**src/design/ctq_pkg.sv**
```systemverilog
/*
  constants for the charge termination and temperature qualifier.
  assumes a single 125 MHz clock; no register bus, all bits are ports.
*/
package ctq_pkg;
  // ==========================================================
  // clock and timing
  localparam int CLK_MHZ = 125;
  localparam int TERM_QUAL_CYC = 8;       // consecutive cycles of termination
  localparam int IRQ_PULSE_US = 256;      // interrupt pulse width
  localparam int IRQ_PULSE_CYC = IRQ_PULSE_US * CLK_MHZ;
  localparam int SEC_CYC = CLK_MHZ * 1000000;
  localparam int TOPOFF_STEP_SEC = 900;   // seconds per top-off setting step
  // ==========================================================
  // temperature zone codes
  localparam logic [2:0] ZONE_NOMINAL = 3'h0;
  localparam logic [2:0] ZONE_PRECOOL = 3'h1;
  localparam logic [2:0] ZONE_COOL = 3'h2;
  localparam logic [2:0] ZONE_COLD = 3'h3;
  localparam logic [2:0] ZONE_PREWARM = 3'h4;
  localparam logic [2:0] ZONE_WARM = 3'h5;
  localparam logic [2:0] ZONE_HOT = 3'h6;
  // ==========================================================
  // charge phase codes
  localparam logic [1:0] PHASE_IDLE = 2'h0;
  localparam logic [1:0] PHASE_CC = 2'h1;
  localparam logic [1:0] PHASE_CV = 2'h2;
  localparam logic [1:0] PHASE_TOPOFF = 2'h3;
  // ==========================================================
  // fold-back codes and results, in tenths of a percent
  localparam logic [1:0] FOLD_SUSPEND = 2'h0;
  localparam logic [1:0] FOLD_LOW = 2'h1;
  localparam logic [1:0] FOLD_HIGH = 2'h2;
  localparam logic [1:0] FOLD_FULL = 2'h3;
  localparam logic [9:0] PCT_FULL = 10'h3e8;  // 100.0
  localparam logic [9:0] PCT_ZERO = 10'h000;
  localparam logic [9:0] PCT_40 = 10'h190;
  localparam logic [9:0] PCT_20 = 10'h0c8;
  localparam logic [9:0] PCT_10 = 10'h064;
  localparam logic [9:0] PCT_6P6 = 10'h042;
  localparam logic [9:0] PCT_5 = 10'h032;
  localparam logic [9:0] PCT_3P3 = 10'h021;
  // ==========================================================
  // reset values
  localparam logic CONV_OFF_RST = 1'b0;
  localparam logic [6:0] ZONE_FLAGS_RST = 7'h00;
endpackage

```
**src/design/ctq_core.sv**
```systemverilog
/*
  charge termination, top-off timer and thermistor zone qualification.
  assumes comparator and loop inputs are synchronous to clk; flag_read
  is a one-cycle pulse from the register side when flags are read.
*/
`timescale 1ns/1ps
module ctq_core
  import ctq_pkg::*;
#(
  parameter int IRQ_CYC = IRQ_PULSE_CYC,
  parameter int TICK_CYC = SEC_CYC
) (
  // clock and reset
  input wire logic clk,
  input wire logic rst,
  // charger status from the analog side
  input wire logic vbat_above_recharge,
  input wire logic cv_regulation,
  input wire logic below_term_current,
  input wire logic input_current_limit_loop,
  input wire logic input_voltage_limit_loop,
  input wire logic thermal_reg_loop,
  input wire logic supplement_req,
  input wire logic ext_timer_pause,
  input wire logic ext_half_rate,
  // charge configuration
  input wire logic charging_allow_bit,
  input wire logic term_enable,
  input wire logic reg_defaults_restore,
  input wire logic [1:0] topoff_setting,
  // thermistor configuration and zone input
  input wire logic [2:0] zone_raw,
  input wire logic thermistor_bypass,
  input wire logic conv_off_wr,
  input wire logic conv_off_wdata,
  input wire logic temp_zone_irq_mask,
  input wire logic [1:0] foldback_precool_zone,
  input wire logic [1:0] foldback_cool_zone,
  input wire logic [1:0] foldback_prewarm_zone,
  input wire logic [1:0] foldback_warm_zone,
  input wire logic [1:0] battery_c_rate_select,
  input wire logic flag_read,
  // charge status
  output logic term_status_ff,
  output logic battery_switch_on_ff,
  output logic [1:0] charge_phase_code_ff,
  output logic charge_phase_flag_ff,
  output logic topoff_run_ff,
  // temperature status
  output logic [2:0] temp_zone_code_ff,
  output logic [6:0] zone_flags_ff,
  output logic thermistor_conversion_off_ff,
  output logic irq_n,
  output logic [9:0] foldback_pct_ff,
  output logic safety_half_rate,
  output logic safety_pause,
  output logic stat_blink
);

  // ==========================================================
  // fold-back table
  // result in tenths of a percent so 3.3 and 6.6 stay exact
  function automatic logic [9:0] fold_pct(input logic [1:0] fb, input logic [1:0] cr);
    logic [9:0] r;
    r = PCT_FULL;
    if (fb == FOLD_SUSPEND) begin
      r = PCT_ZERO;
    end else if (fb == FOLD_LOW) begin
      r = (cr == 2'h0) ? PCT_20 : (cr == 2'h1) ? PCT_10 : (cr == 2'h2) ? PCT_5 : PCT_3P3;
    end else if (fb == FOLD_HIGH) begin
      r = (cr == 2'h0) ? PCT_40 : (cr == 2'h1) ? PCT_20 : (cr == 2'h2) ? PCT_10 : PCT_6P6;
    end
    return r;
  endfunction

  // ==========================================================
  // temperature zone selection
  logic [2:0] eff_zone;
  logic [1:0] zone_fold;
  logic [9:0] nxt_pct;
  logic temp_suspend;
  logic zone_change;
  // bypass reads as nominal, which is always valid for charging
  assign eff_zone = thermistor_bypass ? ZONE_NOMINAL : zone_raw;
  // precool, cool, prewarm and warm pick their own setting; nominal is full, cold and hot always suspend
  assign zone_fold = (eff_zone == ZONE_PRECOOL) ? foldback_precool_zone :
                     (eff_zone == ZONE_COOL) ? foldback_cool_zone :
                     (eff_zone == ZONE_PREWARM) ? foldback_prewarm_zone :
                     (eff_zone == ZONE_WARM) ? foldback_warm_zone :
                     (eff_zone == ZONE_NOMINAL) ? FOLD_FULL : FOLD_SUSPEND;
  assign nxt_pct = fold_pct(zone_fold, battery_c_rate_select);
  assign temp_suspend = (zone_fold == FOLD_SUSPEND);
  assign zone_change = (eff_zone != temp_zone_code_ff);
  // half rate only for the reduced cool and warm zones
  assign safety_half_rate = ((eff_zone == ZONE_COOL) || (eff_zone == ZONE_WARM)) &&
                            ((zone_fold == FOLD_LOW) || (zone_fold == FOLD_HIGH));
  assign safety_pause = temp_suspend || ext_timer_pause;

  // zone code and current fold-back
  always_ff @(posedge clk) begin
    if (rst) begin
      temp_zone_code_ff <= ZONE_NOMINAL;
      foldback_pct_ff <= PCT_FULL;
    end else begin
      temp_zone_code_ff <= eff_zone;
      foldback_pct_ff <= nxt_pct;
    end
  end

  // zone flags: set of the new zone wins over a read in the same cycle
  logic [6:0] zone_set;
  genvar gz;
  generate
    for (gz = 0; gz < 7; gz++) begin : g_zflag
      assign zone_set[gz] = zone_change && (eff_zone == 3'(gz));
      always_ff @(posedge clk) begin
        if (rst) begin
          zone_flags_ff[gz] <= ZONE_FLAGS_RST[gz];
        end else if (zone_set[gz]) begin
          zone_flags_ff[gz] <= 1'b1;
        end else if (flag_read) begin
          zone_flags_ff[gz] <= 1'b0;
        end
      end
    end
  endgenerate

  // ==========================================================
  // interrupt pulse, stretched; a fresh change restarts it
  logic [15:0] irq_cnt_ff;
  logic [15:0] nxt_irq_cnt;
  assign nxt_irq_cnt = (zone_change && !temp_zone_irq_mask) ? 16'(IRQ_CYC) :
                       (irq_cnt_ff != 16'h0000) ? irq_cnt_ff - 16'h0001 : 16'h0000;
  assign irq_n = (irq_cnt_ff == 16'h0000);
  always_ff @(posedge clk) begin
    if (rst) irq_cnt_ff <= 16'h0000;
    else irq_cnt_ff <= nxt_irq_cnt;
  end

  // conversion-off bit held high under bypass
  always_ff @(posedge clk) begin
    if (rst) begin
      thermistor_conversion_off_ff <= CONV_OFF_RST;
    end else if (thermistor_bypass) begin
      thermistor_conversion_off_ff <= 1'b1;
    end else if (conv_off_wr) begin
      thermistor_conversion_off_ff <= conv_off_wdata;
    end
  end

  // ==========================================================
  // termination qualification
  logic term_cond;
  logic term_block_ff;
  logic [3:0] qual_cnt_ff;
  logic allow_q_ff;
  logic restart;
  logic term_hit;
  assign term_cond = charging_allow_bit && !temp_suspend && !term_block_ff &&
                     vbat_above_recharge && cv_regulation && below_term_current &&
                     !input_current_limit_loop && !input_voltage_limit_loop &&
                     !thermal_reg_loop && term_enable;
  // stop of charging or a recharge drop starts a fresh cycle
  assign restart = (allow_q_ff && !charging_allow_bit) ||
                   (term_status_ff && !vbat_above_recharge);
  // count saturates at TERM_QUAL_CYC - 1, glitches restart it
  assign term_hit = (qual_cnt_ff == 4'(TERM_QUAL_CYC - 1)) && term_cond;

  always_ff @(posedge clk) begin
    if (rst) begin
      qual_cnt_ff <= 4'h0;
      allow_q_ff <= 1'b0;
    end else begin
      qual_cnt_ff <= (!term_cond || term_status_ff) ? 4'h0 :
                     term_hit ? qual_cnt_ff : qual_cnt_ff + 4'h1;
      allow_q_ff <= charging_allow_bit;
    end
  end

  // disable sticks until defaults restore; a late clear has no effect
  always_ff @(posedge clk) begin
    if (rst || reg_defaults_restore) begin
      term_block_ff <= 1'b0;
    end else if (!term_enable && !term_status_ff) begin
      term_block_ff <= 1'b1;
    end
  end

  always_ff @(posedge clk) begin
    if (rst || reg_defaults_restore || restart) begin
      term_status_ff <= 1'b0;
    end else if (term_hit) begin
      term_status_ff <= 1'b1;
    end
  end

  // battery switch opens on termination, closes for supplement
  always_ff @(posedge clk) begin
    if (rst) battery_switch_on_ff <= 1'b1;
    else battery_switch_on_ff <= !term_status_ff || supplement_req;
  end

  // ==========================================================
  // top-off timer
  logic [1:0] topoff_sel_ff;
  logic [26:0] pre_cnt_ff;
  logic half_tog_ff;
  logic [11:0] topoff_sec_ff;
  logic tick;
  logic step;
  logic expire;
  logic term_rise;
  logic clr_timer;
  logic [11:0] topoff_target;
  assign term_rise = term_hit && !term_status_ff;
  assign clr_timer = restart || term_rise || reg_defaults_restore;
  assign tick = (pre_cnt_ff == 27'(TICK_CYC - 1)) && !safety_pause;
  // half rate drops every other tick
  assign step = tick && (!(safety_half_rate || ext_half_rate) || half_tog_ff);
  assign topoff_target = 12'(topoff_sel_ff * TOPOFF_STEP_SEC);
  assign expire = topoff_run_ff && step && (topoff_sec_ff == topoff_target - 12'h001);

  // setting captured only at termination
  always_ff @(posedge clk) begin
    if (rst) topoff_sel_ff <= 2'h0;
    else if (term_rise) topoff_sel_ff <= topoff_setting;
  end

  always_ff @(posedge clk) begin
    if (rst || clr_timer) begin
      pre_cnt_ff <= 27'h0;
      half_tog_ff <= 1'b0;
      topoff_sec_ff <= 12'h000;
    end else if (topoff_run_ff && !safety_pause) begin
      // paused along with the safety timers
      pre_cnt_ff <= tick ? 27'h0 : pre_cnt_ff + 27'h1;
      half_tog_ff <= tick ? !half_tog_ff : half_tog_ff;
      topoff_sec_ff <= step ? topoff_sec_ff + 12'h001 : topoff_sec_ff;
    end
  end

  always_ff @(posedge clk) begin
    if (rst || restart || reg_defaults_restore) begin
      topoff_run_ff <= 1'b0;
    end else if (term_rise) begin
      topoff_run_ff <= (topoff_setting != 2'h0);
    end else if (expire) begin
      topoff_run_ff <= 1'b0;
    end
  end

  // ==========================================================
  // charge phase code and flag
  logic [1:0] nxt_phase;
  assign nxt_phase = (!charging_allow_bit || temp_suspend) ? PHASE_IDLE :
                     topoff_run_ff ? PHASE_TOPOFF :
                     term_status_ff ? PHASE_IDLE :
                     cv_regulation ? PHASE_CV : PHASE_CC;
  assign stat_blink = charging_allow_bit && temp_suspend;

  always_ff @(posedge clk) begin
    if (rst) begin
      charge_phase_code_ff <= PHASE_IDLE;
    end else begin
      charge_phase_code_ff <= nxt_phase;
    end
  end

  // entry and expiry both set the flag; set beats the read
  always_ff @(posedge clk) begin
    if (rst) charge_phase_flag_ff <= 1'b0;
    else if ((term_rise && topoff_setting != 2'h0) || expire) charge_phase_flag_ff <= 1'b1;
    else if (flag_read) charge_phase_flag_ff <= 1'b0;
  end
endmodule // ctq_core

```
**config.mk**
```make
export PLATFORM = sky130hd
export DESIGN_NAME = ctq_core
export DESIGN_NICKNAME = d
export VERILOG_FILES = /design/src/design/ctq_pkg.sv /design/src/design/ctq_core.sv
export SDC_FILE = /design/constraint.sdc
export NUM_CORES = 1
export LEC_CHECK = 0
export ABC_AREA = 0
export BUFFER_PORTS_ARGS = -buffer_cell sky130_fd_sc_hd__clkbuf_2
export CAP_MARGIN = 10
export CELL_PAD_IN_SITES_DETAIL_PLACEMENT = 1
export CELL_PAD_IN_SITES_GLOBAL_PLACEMENT = 1
export CORE_ASPECT_RATIO = 0.8
export CORE_UTILIZATION = 43
export CTS_CLUSTER_SIZE = 25
export DETAILED_ROUTE_END_ITERATION = 8
export GPL_TIMING_DRIVEN = 0
export PLACE_DENSITY = 0.83
export SYNTH_ARGS = -nofsm -noshare
export SYNTH_HDL_FRONTEND = slang
export SYNTH_SLANG_ARGS = --single-unit
export TNS_END_PERCENT = 1
```
**constraint.sdc**
```tcl
create_clock -name clk -period 3.9 [get_ports clk]
set_input_delay 0.39 -clock clk [delete_from_list [all_inputs] [get_ports clk]]
set_output_delay 0.39 -clock clk [all_outputs]
set_load 0.05 [all_outputs]
```
## Word level (Yosys, flattened, before mapping)

Index checks and enable logic that the tools add are counted.

| storage, ports and cells | value |
|---|---|
| flip-flop bits (word level) | 91 |
| input port bits | 34 |
| output and inout port bits | 31 |
| word-level logic and storage cells | 163 |

| operators by class | value |
|---|---|
| add/subtract/negate cells | 5 |
| multiply operators | 1 |
| eq/ne operators | 14 |
| mux-type cells | 34 |
| bitwise gates (word level) | 1 |
| reductions and logical operators | 83 |

Operators by type and width:

| cell | count |
|---|---|
| 1-bit logical AND | 30 |
| 10-bit two-way mux | 3 |
| 15-bit two-way mux | 2 |
| 27-bit by 1-bit adder with 27-bit output (second input constant) | 1 |
| 27-bit equality test (second input constant) | 1 |
| 27-bit two-way mux | 1 |
| 2-bit nonzero test | 11 |
| 1-bit logical OR | 17 |
| 16-bit logical NOT | 1 |
| 2-bit two-way mux | 8 |
| 8-bit two-way mux | 2 |
| 16-bit nonzero test | 1 |
| 16-bit by 1-bit subtractor with 16-bit output (second input constant) | 1 |
| 1-bit logical NOT | 14 |
| 1-bit two-way mux | 13 |
| 12-bit by 1-bit adder with 12-bit output (second input constant) | 1 |
| 12-bit equality test | 1 |
| 12-bit by 1-bit subtractor with 12-bit output (second input constant) | 1 |
| 2-bit by 8-bit multiplier with 10-bit output (second input constant) | 1 |
| 3-bit equality test (second input constant) | 3 |
| 9-bit two-way mux | 1 |
| 7-bit two-way mux | 1 |
| 3-bit by 2-bit equality test with 1-bit output (second input constant) | 2 |
| 6-bit two-way mux | 1 |
| other kinds (14) | 20 |

## Depth between registers and ports, before layout

| logic depth | value |
|---|---|
| depth after elaboration | 23 |
| mapped depth | 15 |
| mapped depth without buffers | 11 |

## Worst setup path before layout

OpenSTA, ideal clock, no wires.

| path | value |
|---|---|
| path kind | in2reg |
| from | input zone_raw[2] |
| to | register topoff_sec_ff[10] |
| setup time | 0.132 ns |
| data arrival time | 3.321 ns |
| setup slack | 0.447 ns |
| stages | 13 |
| cells stage by stage | clkbuf_1 -> nor4b_1 -> a22o_1 -> nor3_1 -> ha_1 -> or3b_1 -> buf_2 -> nand4bb_1 -> or4_4 -> buf_6 -> buf_2 -> o31ai_1 -> a21oi_1 |

| between the ends | value |
|---|---|
| word-level cells in the longest chain between the ends | 23 |

Ends and longest elaborated chain:

| item | line | RTL |
|---|---|---|
| start: declaration | ctq_core.sv:32 | `input wire logic [2:0] zone_raw,` |
| 3-bit two-way mux * | ctq_core.sv:84 | `assign eff_zone = thermistor_bypass ? ZONE_NOMINAL : zone_raw;` |
| 3-bit logical NOT | ctq_core.sv:90 | `(eff_zone == ZONE_NOMINAL) ? FOLD_FULL : FOLD_SUSPEND;` |
| 2-bit two-way mux | ctq_core.sv:90 |  |
| 2-bit two-way mux | ctq_core.sv:89 | `(eff_zone == ZONE_WARM) ? foldback_warm_zone :` |
| 2-bit two-way mux | ctq_core.sv:88 | `(eff_zone == ZONE_PREWARM) ? foldback_prewarm_zone :` |
| 2-bit two-way mux | ctq_core.sv:87 | `(eff_zone == ZONE_COOL) ? foldback_cool_zone :` |
| 2-bit two-way mux | ctq_core.sv:86 | `assign zone_fold = (eff_zone == ZONE_PRECOOL) ? foldback_precool_zone :` |
| 2-bit logical NOT | ctq_core.sv:92 | `assign temp_suspend = (zone_fold == FOLD_SUSPEND);` |
| 1-bit logical NOT | ctq_core.sv:159 | `assign term_cond = charging_allow_bit && !temp_suspend && !term_block_ff &&` |
| 1-bit logical AND (3 in series) | ctq_core.sv:159 |  |
| 1-bit logical AND (3 in series) | ctq_core.sv:160 | `vbat_above_recharge && cv_regulation && below_term_current &&` |
| 1-bit logical AND (2 in series) | ctq_core.sv:161 | `!input_current_limit_loop && !input_voltage_limit_loop &&` |
| 1-bit logical AND | ctq_core.sv:162 | `!thermal_reg_loop && term_enable;` |
| 1-bit logical AND | ctq_core.sv:167 | `assign term_hit = (qual_cnt_ff == 4'(TERM_QUAL_CYC - 1)) && term_cond;` |
| 1-bit logical AND | ctq_core.sv:215 | `assign term_rise = term_hit && !term_status_ff;` |
| 1-bit logical OR (2 in series) | ctq_core.sv:216 | `assign clr_timer = restart \|\| term_rise \|\| reg_defaults_restore;` |
| 1-bit logical OR | ctq_core.sv:230 | `if (rst \|\| clr_timer) begin` |
| end signal: assignment | ctq_core.sv:238 | `topoff_sec_ff <= step ? topoff_sec_ff + 12'h001 : topoff_sec_ff;` |
| end: declaration | ctq_core.sv:208 | `logic [11:0] topoff_sec_ff;` |

Every way passes the cells marked *; elsewhere a longest branch is shown, timed or not.
A chain may end at the register's enable or synchronous reset.

## Worst setup path after layout

| path | value |
|---|---|
| from | input thermistor_bypass |
| to | register topoff_sec_ff[10] |

| between the ends | value |
|---|---|
| word-level cells in the longest chain between the ends | 23 |

Ends and longest elaborated chain:

| item | line | RTL |
|---|---|---|
| start: declaration | ctq_core.sv:33 | `input wire logic thermistor_bypass,` |
| 3-bit two-way mux * | ctq_core.sv:84 |  |
| 3-bit logical NOT | ctq_core.sv:90 |  |
| 2-bit two-way mux | ctq_core.sv:90 |  |
| 2-bit two-way mux | ctq_core.sv:89 |  |
| 2-bit two-way mux | ctq_core.sv:88 |  |
| 2-bit two-way mux | ctq_core.sv:87 |  |
| 2-bit two-way mux | ctq_core.sv:86 |  |
| 2-bit logical NOT | ctq_core.sv:92 |  |
| 1-bit logical NOT | ctq_core.sv:159 |  |
| 1-bit logical AND (3 in series) | ctq_core.sv:159 |  |
| 1-bit logical AND (3 in series) | ctq_core.sv:160 |  |
| 1-bit logical AND (2 in series) | ctq_core.sv:161 |  |
| 1-bit logical AND | ctq_core.sv:162 |  |
| 1-bit logical AND | ctq_core.sv:167 |  |
| 1-bit logical AND | ctq_core.sv:215 |  |
| 1-bit logical OR (2 in series) | ctq_core.sv:216 |  |
| 1-bit logical OR | ctq_core.sv:230 |  |

Marked as above.

==> results.json <==
{
  "startpoint_type": "input pin",
  "setup_viol_count_final": 0,
  "drv_slew": 0,
  "htreeDepth": 3,
  "grt_pass1_vias": 4130,
  "hold_viol_final": 0,
  "holdPathStages": 2,
  "core_sq_mm": 0.00985,
  "routed_via_density": 5.53,
  "post_dp_cell_area_sq_mm": 0.00492,
  "vias": 4072,
  "cts_tree": "done",
  "required_ns": 4.11,
  "rsz0062_at_grt": "false",
  "post_cts_buffers": 0,
  "ant_nets": 0,
  "hold_ws_ns": 0.247,
  "synth_edf_count": 0,
  "grt_overflow": 0,
  "grt_util_all_layers_pct": 24.5,
  "routed_wl_mm": 12.4,
  "synth_seq_cells": 91,
  "skew_ns": 0.00536,
  "diodes": 0,
  "fin_crit_sh_pct": 92.8,
  "cts_buffers": 9,
  "ctsHoldBuffers": 0,
  "dr.pass1.iters": 4,
  "ys_warn_count": 0,
  "worstSetupEndpointType": "register",
  "grt_pass1_wl_mm": 20.6,
  "syn_nets": 571,
  "finalInstanceArea_sq_mm": 0.00526,
  "path_max_fanout": 10,
  "status": "complete, no violations",
  "fp.dieArea_sq_mm": 0.0108,
  "io_buffers": 61,
  "cts-root-buf": "clkbuf_16",
  "grt_max_degree": 16,
  "antenna_found_initial": 0,
  "die_h_um": 92.9,
  "final.min_clock_period_ns": 3.62,
  "synth-async-reset-ratio_pct": 0,
  "arrival_ns": 3.82,
  "hold_path.class": "in -> reg",
  "clkTransAtPathRegs_ns": 0.07,
  "ir_drop_uv": 299,
  "fin_tns_setup_ns": 0,
  "fmax_mhz": 276,
  "leakagePower_nw": 1.93,
  "hpwl_mm": 9.13,
  "power_density_mw_per_mm2": 456,
  "layout_common_cells": "91 x dfxtp_1, 79 x nor2_1, 63 x clkbuf_2, 30 x nand2_1",
  "drv_cap": 0,
  "start_util_pct": 45.1,
  "drive_gt1_share_pct": 15.8,
  "netlist_area_sq_mm": 0.00445,
  "worst_slew_pin_slew_ns": 0.994,
  "area_growth_pct": 18.2,
  "n_fill_cell": 1213,
  "avgSynthCellArea_sq_um": 8.47,
  "row_count": 32,
  "gp_congestion": 0.836,
  "yosys.cell_types.count": 56,
  "io_pins": 65,
  "die_width_um": 116,
  "r2r_cells": 6,
  "syn_inst": 525,
  "cts_sinks": 91,
  "multi_input_area_sq_mm": 0.00249,
  "clk_latency_ns": 0.35,
  "ff_latch_area_sq_mm": 0.00182,
  "clk_path_buf_depth": 2,
  "layout_commonest_cell": "dfxtp_1",
  "crit_type": "in -> reg",
  "final_util_pct": 53.4,
  "layout.nets": 642,
  "post_drt_wl_per_cell_um": 16.9,
  "drc": 0,
  "max-slew-margin-rel_pct": 33.1,
  "synthFlopType": "dfxtp_1",
  "drt_iter0_drc": 122,
  "synth_seq_area_share_pct": 41.0
}
sequential cells by signal, indices dropped and copies added (netlist names), 3 cells and up:
name               count
foldback_pct_ff       10
irq_cnt_ff            16
pre_cnt_ff            27
qual_cnt_ff            4
temp_zone_code_ff      3
topoff_sec_ff         12
zone_flags_ff          7
per-layer routing:
layer	wire (um)	share of wire (%)	GRT usage, %	vias to the layer above
met3	417	3.4	5.10	12
met2	5820	47	41.1	79
met1	6050	49	31.5	1984
li1	-	-	-	1997
met4	144	1.2	6.94	0
met5	0	0	0	-
final timing paths:
check                                          to                           from  slack (ns)
setup / recovery   topoff_sec_ff[10]$_SDFFE_PP0P_              thermistor_bypass        0.28
setup reg to reg        irq_cnt_ff[15]$_SDFF_PP0_       irq_cnt_ff[3]$_SDFF_PP0_        1.13
hold / removal    battery_switch_on_ff$_SDFF_PP1_                 supplement_req        0.25
hold reg to reg     zone_flags_ff[4]$_SDFFE_PP0P_  zone_flags_ff[4]$_SDFFE_PP0P_        0.47
cells by family after synthesis:
logic type | after synthesis | share of synthesized area (%)
compound gates | 81 | 11.2
fa+ha+maj | 12 | 3.38
buf+inv | 38 | 3.43
flops | 91 | 41.0
mux | 4 | 0.901
xor+xnor | 47 | 9.26
simple gates | 252 | 30.9
power by group:
part / internal, mW / leakage, nW / switching [mW]
Combinational: 0.162 / 1.05 / 0.269
Sequential: 0.993 / 0.740 / 0.0623
Clock: 0.533 / 0.144 / 0.380
Total: 1.69 / 1.93 / 0.711
synthesized netlist by cell type, types with 6 or more instances:
| cell | instances | area, sq um |
|---|---|---|
| nand4_1 | 17 | 106 |
| nor2_1 | 79 | 297 |
| inv_1 | 16 | 60.1 |
| o21ai_1 | 7 | 35.0 |
| nand2_1 | 30 | 113 |
| nor2b_1 | 8 | 50.1 |
| nor3b_1 | 7 | 52.6 |
| xor2_1 | 27 | 236 |
| nand3_1 | 22 | 110 |
| nor4_1 | 10 | 62.6 |
| dfxtp_1 | 91 | 1820 |
| nor4bb_1 | 6 | 60.1 |
| ha_1 | 12 | 150 |
| nand3b_1 | 9 | 67.6 |
| a21oi_1 | 27 | 135 |
| nor3_1 | 12 | 60.1 |
| or3_1 | 11 | 68.8 |
| nand2b_1 | 9 | 56.3 |
| xnor2_1 | 20 | 175 |
| o21ai_0 | 16 | 80.1 |
| clkbuf_1 | 18 | 67.6 |
critical path, stage by stage:
cell	delay, ns
clkbuf_2	0.12
clkbuf_1	0.27
nor4b_4	0.39
a22o_1	0.23
nor3_1	0.08
ha_1	0.31
or3b_1	0.39
buf_2	0.17
nand4bb_1	0.18
or4_4	0.56
buf_6	0.16
buf_2	0.19
o31ai_1	0.28
a21oi_1	0.09
stage by stage:
| step | worst slack, ns | instances | power [mW] |
|---|---|---|---|
| floorplan | 0.447 | 525 | 1.38 |
| global placement | -0.309 | 722 | 1.48 |
| detailed placement | -0.467 | 722 | 1.49 |
| CTS | 0.0596 | 738 | 2.41 |
| global route | 0.0448 | 737 | 2.50 |
| finish | 0.282 | 737 | 2.40 |
what timing repair did:
| item | 4_1_cts | 5_1_grt |
|---|---|---|
| resized for setup | 2 | 5 |
| setup endpoints to repair | 20 | 34 |
| cloned | 0 | 0 |
area by class of cell:
class / count / share of cell area [%]
inverters: 16 / 1.14
clock buffers: 11 / 4.81
plain buffers: 21 / 1.74
flip-flops and latches: 91 / 34.7
repair buffers: 61 / 5.81
multi-input cells: 396 / 47.4
clock inverters: 5 / 1.17
well taps: 136 / 3.24
(Power assumes the default switching activity.)
